<file path="config.mk">
export PLATFORM = sky130hd
export DESIGN_NAME = dcp_dll
export DESIGN_NICKNAME = d
export VERILOG_FILES = /design/src/design/dcp_pkg.sv /design/src/design/dcp_tap_if.sv /design/src/design/dcp_delay_line.sv /design/src/design/dcp_dll.sv
export SDC_FILE = /design/constraint.sdc
export NUM_CORES = 1
export LEC_CHECK = 0
export ABC_CLOCK_PERIOD_IN_PS = 11300
export BUFFER_PORTS_ARGS = -buffer_cell sky130_fd_sc_hd__clkbuf_2
export CAP_MARGIN = 30
export CORE_MARGIN = 1.5
export CORE_UTILIZATION = 60
export DETAILED_ROUTE_END_ITERATION = 10
export PLACE_DENSITY = 0.8
export SLEW_MARGIN = 20
export SYNTH_ARGS = -nofsm -noshare
export SYNTH_HDL_FRONTEND = slang
export SYNTH_SLANG_ARGS = --single-unit
</file>
<file path="constraint.sdc">
create_clock -name mclk_i -period 11.3 [get_ports mclk_i]
set_clock_uncertainty 0.05 [all_clocks]
set_input_delay 1.13 -clock mclk_i [delete_from_list [all_inputs] [get_ports mclk_i]]
set_output_delay 1.13 -clock mclk_i [all_outputs]
set_load 0.1 [all_outputs]
</file>
<file path="src/design/dcp_pkg.sv">
// dcp_pkg: constants shared by the clock-phase delay-lock loop and its delay line.
// assumes: one 250 MHz clock, registers reached through the serial register port.
package dcp_pkg;

    // ----------------------------------------------------------------
    // widths and delay line limits
    // ----------------------------------------------------------------
    localparam int          CODE_W      = 9;
    localparam int          REQ_W       = 11;
    localparam int          PH_W        = 5;
    localparam logic [8:0]  CODE_MAX    = 9'h1b0;   // 432 taps, about 2 ps each
    localparam logic [8:0]  CODE_RST    = 9'h0d8;   // midpoint start code
    localparam int          GUARD_SHIFT = 3;        // one guard unit is eight taps

    // ----------------------------------------------------------------
    // register offsets
    // ----------------------------------------------------------------
    localparam logic [7:0]  A_PWR   = 8'h01;
    localparam logic [7:0]  A_PDET  = 8'h24;
    localparam logic [7:0]  A_SLOPE = 8'h25;
    localparam logic [7:0]  A_CTRL  = 8'h26;
    localparam logic [7:0]  A_PHASE = 8'h27;
    localparam logic [7:0]  A_DEL   = 8'h28;
    localparam logic [7:0]  A_GUARD = 8'h29;
    localparam logic [7:0]  A_STAT  = 8'h2a;

    // ----------------------------------------------------------------
    // field positions
    // ----------------------------------------------------------------
    localparam int PWR_CLK_BIT     = 5;
    localparam int PWR_RX_BIT      = 4;
    localparam int SLOPE_NEG_BIT   = 7;
    localparam int CTRL_EN_BIT     = 0;
    localparam int CTRL_GAIN_BIT   = 1;
    localparam int CTRL_RD_BIT     = 3;
    localparam int PH_DEL0_BIT     = 7;
    localparam int CFG_RETRY_BIT   = 6;
    localparam int CFG_RESTART_BIT = 5;
    localparam int ST_LKD_BIT      = 0;
    localparam int ST_LST_BIT      = 1;

    localparam logic [7:0] REG_RST = 8'h00;

    // ----------------------------------------------------------------
    // lock thresholds and timing
    // ----------------------------------------------------------------
    localparam logic [4:0] ERR_LOSE = 5'h04;    // lock drops above this
    localparam logic [4:0] ERR_GAIN = 5'h03;    // lock returns at or below this
    localparam int CLK_NS      = 4;
    localparam int SETTLE_NS   = 40;
    localparam int TRACK_NS    = 200;
    localparam int SETTLE_CYC  = (SETTLE_NS + CLK_NS - 1) / CLK_NS;
    localparam int TRACK_CYC   = (TRACK_NS + CLK_NS - 1) / CLK_NS;
    localparam int CNT_W       = 8;

    typedef enum logic [2:0] {ST_IDLE, ST_SEARCH, ST_SLOPE, ST_TRACK, ST_FAIL} dcp_state_e;

endpackage

</file>
<file path="src/design/dcp_tap_if.sv">
// dcp_tap_if: request and applied code between the loop controller and the delay line.
// assumes: both ends on the same clock.
`timescale 1ns/100ps
interface dcp_tap_if;
    import dcp_pkg::*;
    logic signed [REQ_W-1:0]  req_code;
    logic                     req_valid;
    logic        [CODE_W-1:0] code;
    logic                     clipped;

    modport ctrl (output req_code, output req_valid, input code, input clipped);
    modport line (input req_code, input req_valid, output code, output clipped);
endinterface

</file>
<file path="src/design/dcp_delay_line.sv">
// dcp_delay_line: holds the tap select of the digital clock delay line.
// assumes: requests may lie outside the line; they are clamped here.
`timescale 1ns/100ps
module dcp_delay_line
    import dcp_pkg::*;
(
    input  wire logic  mclk_i,
    input  wire logic  rst_n,
    dcp_tap_if.line    tap
);
    import dcp_pkg::*;

    localparam logic signed [REQ_W-1:0] MAX_S = REQ_W'(signed'({2'b00, CODE_MAX}));

    // clipped holds until the next request, so the tracker still sees it at its next step
    always_ff @(posedge mclk_i or negedge rst_n) begin
        if (!rst_n) begin
            tap.code    <= CODE_RST;
            tap.clipped <= 1'b0;
        end else if (tap.req_valid) begin
            if (tap.req_code < 0) begin
                tap.code    <= '0;
                tap.clipped <= 1'b1;
            end else if (tap.req_code > MAX_S) begin
                tap.code    <= CODE_MAX;
                tap.clipped <= 1'b1;
            end else begin
                tap.code    <= tap.req_code[CODE_W-1:0];
                tap.clipped <= 1'b0;
            end
        end
    end
endmodule

</file>
<file path="src/design/dcp_dll.sv">
// dcp_dll: delay-lock loop that aligns the digital clock to the analog sampling clock,
// plus power-down control of the clock output driver and the data receivers.
// assumes: phase detector result arrives asynchronously; register port is synchronous.
`timescale 1ns/100ps
module dcp_dll
    import dcp_pkg::*;
#(
    parameter int RX_W = 14
) (
    input  wire logic                   mclk_i,
    input  wire logic                   rstn_i,
    input  wire logic                   reg_we_i,
    input  wire logic                   reg_re_i,
    input  wire logic [7:0]             reg_addr_i,
    input  wire logic [7:0]             reg_wdata_i,
    output logic      [7:0]             reg_rdata_o,
    input  wire logic [dcp_pkg::PH_W-1:0] phase_i,
    input  wire logic [RX_W-1:0]        rx_p_i,
    input  wire logic [RX_W-1:0]        rx_n_i,
    output logic      [RX_W-1:0]        rx_data_o,
    output logic                        rx_en_o,
    output logic                        data_clock_output_en_o,
    output logic      [dcp_pkg::CODE_W-1:0] delay_code_o
);
    import dcp_pkg::*;

    // ----------------------------------------------------------------
    // reset release and input synchronisers
    // ----------------------------------------------------------------
    logic             rst_s1_ff, rst_n;
    logic [PH_W-1:0]  ph_s1_ff, ph_s2_ff, ph_s3_ff, ph_ff;
    logic [RX_W-1:0]  rx_s1_ff, rx_s2_ff, rx_s3_ff;

    always_ff @(posedge mclk_i or negedge rstn_i) begin
        if (!rstn_i) begin
            rst_s1_ff <= 1'b0;
            rst_n     <= 1'b0;
        end else begin
            rst_s1_ff <= 1'b1;
            rst_n     <= rst_s1_ff;
        end
    end

    // a multi-bit phase word is only taken once two stages agree, so a word caught mid-change is dropped
    always_ff @(posedge mclk_i or negedge rst_n) begin
        if (!rst_n) begin
            ph_s1_ff <= '0;
            ph_s2_ff <= '0;
            ph_s3_ff <= '0;
            ph_ff    <= '0;
        end else begin
            ph_s1_ff <= phase_i;
            ph_s2_ff <= ph_s1_ff;
            ph_s3_ff <= ph_s2_ff;
            if (ph_s2_ff == ph_s3_ff)
                ph_ff <= ph_s3_ff;
        end
    end

    // ----------------------------------------------------------------
    // registers
    // ----------------------------------------------------------------
    logic [7:0]        pwr_ff, pdet_ff, slope_ff, ctrl_ff, guard_ff;
    logic [PH_W-1:0]   target_ff;
    logic [CODE_W-1:0] init_ff;
    logic              start_ff, lkd_ff, lst_ff;
    dcp_state_e        state_ff;

    always_ff @(posedge mclk_i or negedge rst_n) begin
        if (!rst_n) begin
            pwr_ff    <= REG_RST;
            pdet_ff   <= REG_RST;
            slope_ff  <= REG_RST;
            ctrl_ff   <= REG_RST;
            guard_ff  <= REG_RST;
            target_ff <= '0;
            init_ff   <= CODE_RST;
            start_ff  <= 1'b0;
        end else begin
            start_ff <= reg_we_i && reg_addr_i == A_CTRL && reg_wdata_i[CTRL_EN_BIT];
            if (reg_we_i) begin
                case (reg_addr_i)
                    A_PWR:   pwr_ff   <= reg_wdata_i;
                    A_PDET:  pdet_ff  <= reg_wdata_i;
                    A_SLOPE: slope_ff <= reg_wdata_i;
                    A_CTRL:  ctrl_ff  <= reg_wdata_i;
                    A_GUARD: guard_ff <= reg_wdata_i;
                    A_PHASE: begin
                        target_ff  <= reg_wdata_i[PH_W-1:0];
                        init_ff[0] <= reg_wdata_i[PH_DEL0_BIT];
                    end
                    A_DEL:   init_ff[CODE_W-1:1] <= reg_wdata_i;
                    default: ;
                endcase
            end
        end
    end

    dcp_tap_if tap ();

    // read bit selects the code in use rather than the programmed start code
    logic [CODE_W-1:0] rd_code;
    assign rd_code = ctrl_ff[CTRL_RD_BIT] ? tap.code : init_ff;

    always_ff @(posedge mclk_i or negedge rst_n) begin
        if (!rst_n) begin
            reg_rdata_o <= '0;
        end else if (reg_re_i) begin
            case (reg_addr_i)
                A_PWR:   reg_rdata_o <= pwr_ff;
                A_PDET:  reg_rdata_o <= pdet_ff;
                A_SLOPE: reg_rdata_o <= slope_ff;
                A_CTRL:  reg_rdata_o <= ctrl_ff;
                A_GUARD: reg_rdata_o <= guard_ff;
                A_PHASE: reg_rdata_o <= {rd_code[0], 2'b00, (ctrl_ff[CTRL_RD_BIT] ? ph_ff : target_ff)};
                A_DEL:   reg_rdata_o <= rd_code[CODE_W-1:1];
                A_STAT:  reg_rdata_o <= {6'h00, lst_ff, lkd_ff};
                default: reg_rdata_o <= '0;
            endcase
        end
    end

    // ----------------------------------------------------------------
    // power-down and receivers
    // ----------------------------------------------------------------
    always_ff @(posedge mclk_i or negedge rst_n) begin
        if (!rst_n) begin
            data_clock_output_en_o <= 1'b0;
            rx_en_o                <= 1'b0;
        end else begin
            data_clock_output_en_o <= !pwr_ff[PWR_CLK_BIT];
            rx_en_o                <= !pwr_ff[PWR_RX_BIT];
        end
    end

    always_ff @(posedge mclk_i or negedge rst_n) begin
        if (!rst_n) begin
            rx_s1_ff  <= '0;
            rx_s2_ff  <= '0;
            rx_s3_ff  <= '0;
            rx_data_o <= '0;
        end else begin
            rx_s1_ff <= pwr_ff[PWR_RX_BIT] ? '0 : (rx_p_i & ~rx_n_i);
            rx_s2_ff <= rx_s1_ff;
            rx_s3_ff <= rx_s2_ff;
            for (int i = 0; i < RX_W; i++)
                if (rx_s2_ff[i] == rx_s3_ff[i])
                    rx_data_o[i] <= rx_s3_ff[i];
        end
    end

    // ----------------------------------------------------------------
    // loop controller
    // ----------------------------------------------------------------
    function automatic logic [PH_W-1:0] mag(input logic signed [PH_W-1:0] v);
        mag = v[PH_W-1] ? PH_W'(-v) : v;
    endfunction

    function automatic logic signed [REQ_W-1:0] ext(input logic [CODE_W-1:0] c);
        ext = REQ_W'(signed'({2'b00, c}));
    endfunction

    logic signed [PH_W-1:0]  err;
    logic signed [PH_W-1:0]  ph_base_ff;
    logic        [CNT_W-1:0] wait_ff;
    logic        [CODE_W-1:0] k_ff;
    logic                    dir_ff, up_done_ff, dn_done_ff, wide_ff, pend_ff;
    logic signed [REQ_W-1:0] lim_lo, lim_hi, cand, step;
    logic                    cand_ok;

    assign err    = PH_W'(signed'(ph_ff - target_ff));   // wraps on the 32-step circle
    assign lim_lo = wide_ff ? '0 : REQ_W'(signed'({3'b000, guard_ff[4:0], 3'b000}));
    assign lim_hi = wide_ff ? ext(CODE_MAX) : ext(CODE_MAX) - REQ_W'(signed'({3'b000, guard_ff[4:0], 3'b000}));
    assign cand   = dir_ff ? ext(init_ff) - ext(k_ff) : ext(init_ff) + ext(k_ff);
    assign cand_ok = (cand >= lim_lo) && (cand <= lim_hi);
    assign step   = ctrl_ff[CTRL_GAIN_BIT] ? REQ_W'(2) : REQ_W'(1);
    assign delay_code_o = tap.code;

    always_ff @(posedge mclk_i or negedge rst_n) begin
        if (!rst_n) begin
            state_ff <= ST_IDLE;  wait_ff <= '0;  k_ff <= '0;  dir_ff <= 1'b0;
            up_done_ff <= 1'b0;  dn_done_ff <= 1'b0;  wide_ff <= 1'b0;  pend_ff <= 1'b0;
            ph_base_ff <= '0;  tap.req_valid <= 1'b0;  tap.req_code <= '0;
        end else begin
            tap.req_valid <= 1'b0;
            if (wait_ff != '0)
                wait_ff <= wait_ff - 1'b1;
            if (start_ff || !ctrl_ff[CTRL_EN_BIT]) begin
                state_ff <= start_ff ? ST_SEARCH : ST_IDLE;
                k_ff <= '0;  dir_ff <= 1'b0;  up_done_ff <= 1'b0;  dn_done_ff <= 1'b0;
                wide_ff <= 1'b0;  pend_ff <= 1'b1;  wait_ff <= CNT_W'(SETTLE_CYC);
                tap.req_valid <= start_ff;
                tap.req_code  <= ext(init_ff);
            end else if (wait_ff == '0) begin
                case (state_ff)
                    ST_SEARCH: begin
                        if (pend_ff && err == '0) begin
                            ph_base_ff    <= signed'(ph_ff);
                            tap.req_valid <= 1'b1;
                            tap.req_code  <= ext(tap.code) + REQ_W'(1);
                            wait_ff       <= CNT_W'(SETTLE_CYC);
                            state_ff      <= ST_SLOPE;
                        end else if (up_done_ff && dn_done_ff) begin
                            if (!wide_ff) begin
                                wide_ff <= 1'b1;  up_done_ff <= 1'b0;  dn_done_ff <= 1'b0;
                            end else if (guard_ff[CFG_RETRY_BIT]) begin
                                wide_ff <= 1'b0;  up_done_ff <= 1'b0;  dn_done_ff <= 1'b0;
                            end else begin
                                state_ff <= ST_FAIL;
                            end
                            k_ff <= '0;  dir_ff <= 1'b0;  pend_ff <= 1'b0;
                        end else begin
                            if (cand_ok && !(dir_ff ? dn_done_ff : up_done_ff)) begin
                                tap.req_valid <= 1'b1;
                                tap.req_code  <= cand;
                                wait_ff       <= CNT_W'(SETTLE_CYC);
                                pend_ff       <= 1'b1;
                            end else begin
                                pend_ff <= 1'b0;
                                if (dir_ff)
                                    dn_done_ff <= 1'b1;
                                else
                                    up_done_ff <= 1'b1;
                            end
                            dir_ff <= !dir_ff;
                            if (dir_ff)
                                k_ff <= k_ff + 1'b1;
                        end
                    end
                    ST_SLOPE: begin
                        // phase falling with more delay means a negative slope
                        if ((PH_W'(signed'(ph_ff) - ph_base_ff) > 0 && ph_ff != ph_base_ff)
                                == !slope_ff[SLOPE_NEG_BIT] && ph_ff != ph_base_ff) begin
                            state_ff <= ST_TRACK;
                            wait_ff  <= CNT_W'(TRACK_CYC);
                        end else begin
                            state_ff <= ST_SEARCH;
                            pend_ff  <= 1'b0;
                        end
                    end
                    ST_TRACK: begin
                        wait_ff <= CNT_W'(TRACK_CYC);
                        if (tap.clipped && guard_ff[CFG_RESTART_BIT]) begin
                            state_ff <= ST_SEARCH;
                            k_ff <= '0;  dir_ff <= 1'b0;  up_done_ff <= 1'b0;  dn_done_ff <= 1'b0;
                            pend_ff <= 1'b0;  wait_ff <= '0;
                        end else if (err != '0) begin
                            tap.req_valid <= 1'b1;
                            tap.req_code  <= ((err > 0) == slope_ff[SLOPE_NEG_BIT]) ?
                                             ext(tap.code) + step : ext(tap.code) - step;
                        end
                    end
                    ST_IDLE, ST_FAIL: ;
                    default: state_ff <= ST_IDLE;
                endcase
            end
        end
    end

    // lost sets only from a held lock, clears only on relock or a new start
    always_ff @(posedge mclk_i or negedge rst_n) begin
        if (!rst_n) begin
            lkd_ff <= 1'b0;
            lst_ff <= 1'b0;
        end else if (start_ff) begin
            lkd_ff <= 1'b0;
            lst_ff <= 1'b0;
        end else if (state_ff == ST_TRACK) begin
            if (mag(err) > ERR_LOSE) begin
                lkd_ff <= 1'b0;
                if (lkd_ff)
                    lst_ff <= 1'b1;
            end else if (mag(err) <= ERR_GAIN) begin
                lkd_ff <= 1'b1;
                lst_ff <= 1'b0;
            end
        end
    end

    dcp_delay_line i_dcp_delay_line (
        .mclk_i (mclk_i),
        .rst_n  (rst_n),
        .tap    (tap.line)
    );
endmodule

</file>
==> flow_summary.json <==
{
  "syn_inst": 975,
  "clock_latency_ns": 0.44,
  "end_kind": "register",
  "die_x_um": 134.2,
  "cp_cell_sequence": "ha_1 -> or3_1 -> o22ai_1 -> o211ai_1 -> xnor2_1 -> inv_1 -> ha_1 -> nand3_1 -> or4_1 -> a221o_1 -> a21o_1 -> a211oi_1 -> nor2b_1 -> a21o_1 -> o211a_1",
  "synthesis.area_um2": 10330,
  "synthAdderAreaFrac_pct": 7.991,
  "utilization_pct": 69.13,
  "hold_buffers": 0,
  "cts_made_buffers": 17,
  "comb_power_share_pct": 20.4,
  "leakagePower_uw": 0.005385,
  "syn_to_final_growth_pct": 11.73,
  "fmax_mhz": 219.5,
  "rsz0062_at_grt": "false",
  "reg2regPathDepth": 15,
  "path_class": "register to register",
  "synth_compound_area_share_pct": 12.60,
  "design.die.area_um2": 18020,
  "cts.path.max_buffers": 2,
  "final_cells": 1287,
  "worst_pin_slew_ns": 0.9076,
  "antenna_found_initial": 1,
  "ys_ff_latch": 197,
  "layout_min_cycle_time_ns": 4.556,
  "synth_top_area_share_pct": 45.77,
  "syn_area_per_cell_um2": 10.60,
  "start_util_pct": 61.87,
  "critPathArrivalTime_ns": 4.83,
  "synth_area_leaders": "dfrtp_1, mux2_2, ha_1, o21ai_0, nand2_1",
  "track_usage_pct": 28.00,
  "rows": 47,
  "ff2ff_setup_slack_ns": 6.74,
  "r2r-start": "init_ff[3]",
  "synthArstFlopShare_pct": 100.0,
  "synthMuxAreaShare_pct": 10.96,
  "power.internal_uw": 1187,
  "drv_slew": 0,
  "coreArea_um2": 16700,
  "yosysWarnings": 0,
  "switching_share_pct": 31.52,
  "clk_pin_slew_ns": 0.08,
  "final_nets": 1157,
  "cts_root_buf": "clkbuf_16",
  "drv_cap": 0,
  "cts_sinks": 197,
  "ctsHtreeMaxLevel": 4,
  "hold_depth": 0,
  "drt-initial-drc-count": 729,
  "crit_family": "compound AO/OA/AOI/OAI gates",
  "status": "finished, final reports clean",
  "hold_violations": 0,
  "dp.cells": 1251,
  "worstPathRequired_ns": 11.57,
  "synth_enable_flop_cells": 0,
  "synthSimpleGateAreaFrac_pct": 13.82,
  "p_clk_share_pct": 34.6,
  "path_buf_inv": 1,
  "ant_nets": 0,
  "finalSetupViolations": 0,
  "synth.largest_area_cell": "dfrtp_1",
  "final_layout_size_suffix_gt1_share_pct": 20.17,
  "maxSlewHeadroom_pct": 39.49,
  "post-dp-hpwl_um": 17150,
  "fin_tns_setup_ns": 0,
  "first_pass_iters": 5,
  "drc_errors": 0,
  "ios": 86,
  "grt_pass1_vias": 7715,
  "power_density_nw_per_um2": 150.2,
  "die_h_um": 134.2,
  "via_per_inst": 6.092,
  "synth_top_family_by_area": "simple AND/OR/NAND/NOR gates",
  "wl_per_cell_um": 18.45,
  "cpMaxStageDelayCell": "dfstp_2",
  "yosysUniqueCellTypes": 65,
  "cts_tree": "yes",
  "grt_max_degree": 70,
  "ys.flop_type": "dfrtp_1",
  "ys_seq_area_share_pct": 47.80,
  "reg2reg_to": "up_done_ff",
  "p_switching_uw": 546.6,
  "synth_xor_area_share_pct": 3.463,
  "pwr-share-seq_pct": 45.0,
  "synth_nets": 1079,
  "post_cts_resized": 0,
  "hold_end": "rx_s2_ff[1]",
  "place_congestion": 0.9406,
  "min_from": "rx_s1_ff[1]",
  "port_buffers": 85,
  "path_max_fanout": 9,
  "post-route-period-util_pct": 40.32,
  "grt-ovfl-total": 0,
  "grt_pass1_wl_um": 39450,
  "vias": 7840,
  "critPathLaunchType": "register",
  "post_cts_buffers": 0,
  "drt-total-wl_um": 23750,
  "max-vdd-ir-drop_uv": 135.2,
  "max_stage_delay_ns": 0.58,
  "hold_path_class": "register to register"
}
-- Yosys cell counts, types with 3 or more instances --
library cell and number:
a31oi_1 10, nand4_1 7, o211ai_1 13, maj3_1 15
mux4_2 5, o21ai_0 62, nor2_1 64, dfstp_2 8
dfrtp_1 189, o31ai_1 6, clkbuf_1 29, a21o_1 7
mux2i_1 22, nor3_1 23, fa_1 5, nor3b_1 19
and2_1 6, mux2_2 71, and3_1 7, xnor2_1 27
nand2_1 73, nand2b_1 13, a21oi_1 42, a221oi_1 6
nand3_1 26, or3_1 9, o21a_1 8, o22ai_1 11
o211a_1 5, or4_1 3, nor4_1 5, a211oi_1 4
inv_1 54, nor2b_1 16, a221o_1 4, ha_1 46
xor2_1 12, nand3b_1 5
-- metrics by stage --
stage	total power (uW)	hold WS (ns)	instance area (um2)	setup WS (ns)
3_3_place_gp	1130	0.2820	10930	6.878
3_5_place_dp	1139	0.2847	10930	6.777
4_1_cts	1740	0.2980	11530	6.754
2_1_floorplan	1056	0.2812	10330	5.368
6_report	1734	0.2939	11550	6.744
5_1_grt	1815	0.3064	11540	6.369
-- how the worst max path moves through the flow --
stage | from | end | slack [ns] | depth (start not counted)
after floorplan | rst_n | ctrl_ff[0] | 5.37 | 0
after global placement | init_ff[3] | tap.req_code[7] | 6.88 | 14
after detailed placement | init_ff[3] | tap.req_code[7] | 6.78 | 14
after CTS | init_ff[3] | tap.req_code[0] | 6.75 | 14
after global routing | init_ff[3] | up_done_ff | 6.37 | 15
final | init_ff[3] | up_done_ff | 6.74 | 15
-- worst register-to-register path, cell delays in order (launching register included) --
cell and delay (ns):
dfstp_2 0.58, ha_1 0.36, or3_1 0.41, o22ai_1 0.18
o211ai_1 0.12, xnor2_1 0.33, inv_1 0.08, ha_1 0.30
nand3_1 0.08, or4_1 0.43, a221o_1 0.33, a21o_1 0.17
a211oi_1 0.53, nor2b_1 0.17, a21o_1 0.21, o211a_1 0.12
-- per-layer routing --
layer	vias to the layer above	track usage, %	wire length [um]
li1	3642	-	-
met1	3821	39.03	10580
met2	339	43.62	10880
met3	38	7.256	1848
met4	0	8.124	435
met5	-	0	0
-- sequential cells by signal, summed over array words and instances (netlist names), 9 cells and up --
register / cells
init_ff: 9
rx_s1_ff: 14
rx_s3_ff: 14
tap.req_code: 11
rx_data_o: 14
i_dcp_delay_line.tap.code: 9
rx_s2_ff: 14
k_ff: 9
-- logic make-up after synthesis --
group | after synthesis
other | 1
DFF | 197
xor gates and xnor gates | 40
AOI/OAI and AO/OA | 202
buffers and inverters | 88
adders and majority gates | 66
muxes | 98
and+or+nand+nor | 283
-- layout make-up --
class	count	area [um2]
flip-flops and latches	197	4943
clock inverters	13	148.9
repair buffers	93	480.5
fillers	1273	5155
well taps	220	275.3
clock buffers	19	442.9
diodes	1	2.502
multi-input cells	690	5050
inverters	54	202.7
-- power groups by stage --
stage / Sequential (uW) / Clock [uW] / Combinational, uW
detailed placement: 794 / 0 / 346
finish: 780 / 600 / 354
global placement: 792 / 0 / 339
floorplan: 806 / 0 / 250
global route: 786 / 639 / 390
CTS: 780 / 612 / 349
-- cell usage in the layout (no fill, tap or decap), types with 11 or more instances in the layout --
cell type / n
a21oi_1: 42
clkbuf_16: 17
clkbuf_2: 87
dfrtp_1: 188
ha_1: 46
inv_1: 54
maj3_1: 15
mux2_2: 71
mux2i_1: 22
nand2_1: 73
nand2b_1: 13
nand3_1: 26
nor2_1: 64
nor2b_1: 16
nor3_1: 23
nor3b_1: 19
o211ai_1: 13
o21ai_0: 62
o22ai_1: 11
xnor2_1: 27
xor2_1: 12
Power figures use the tool's default switching activity.
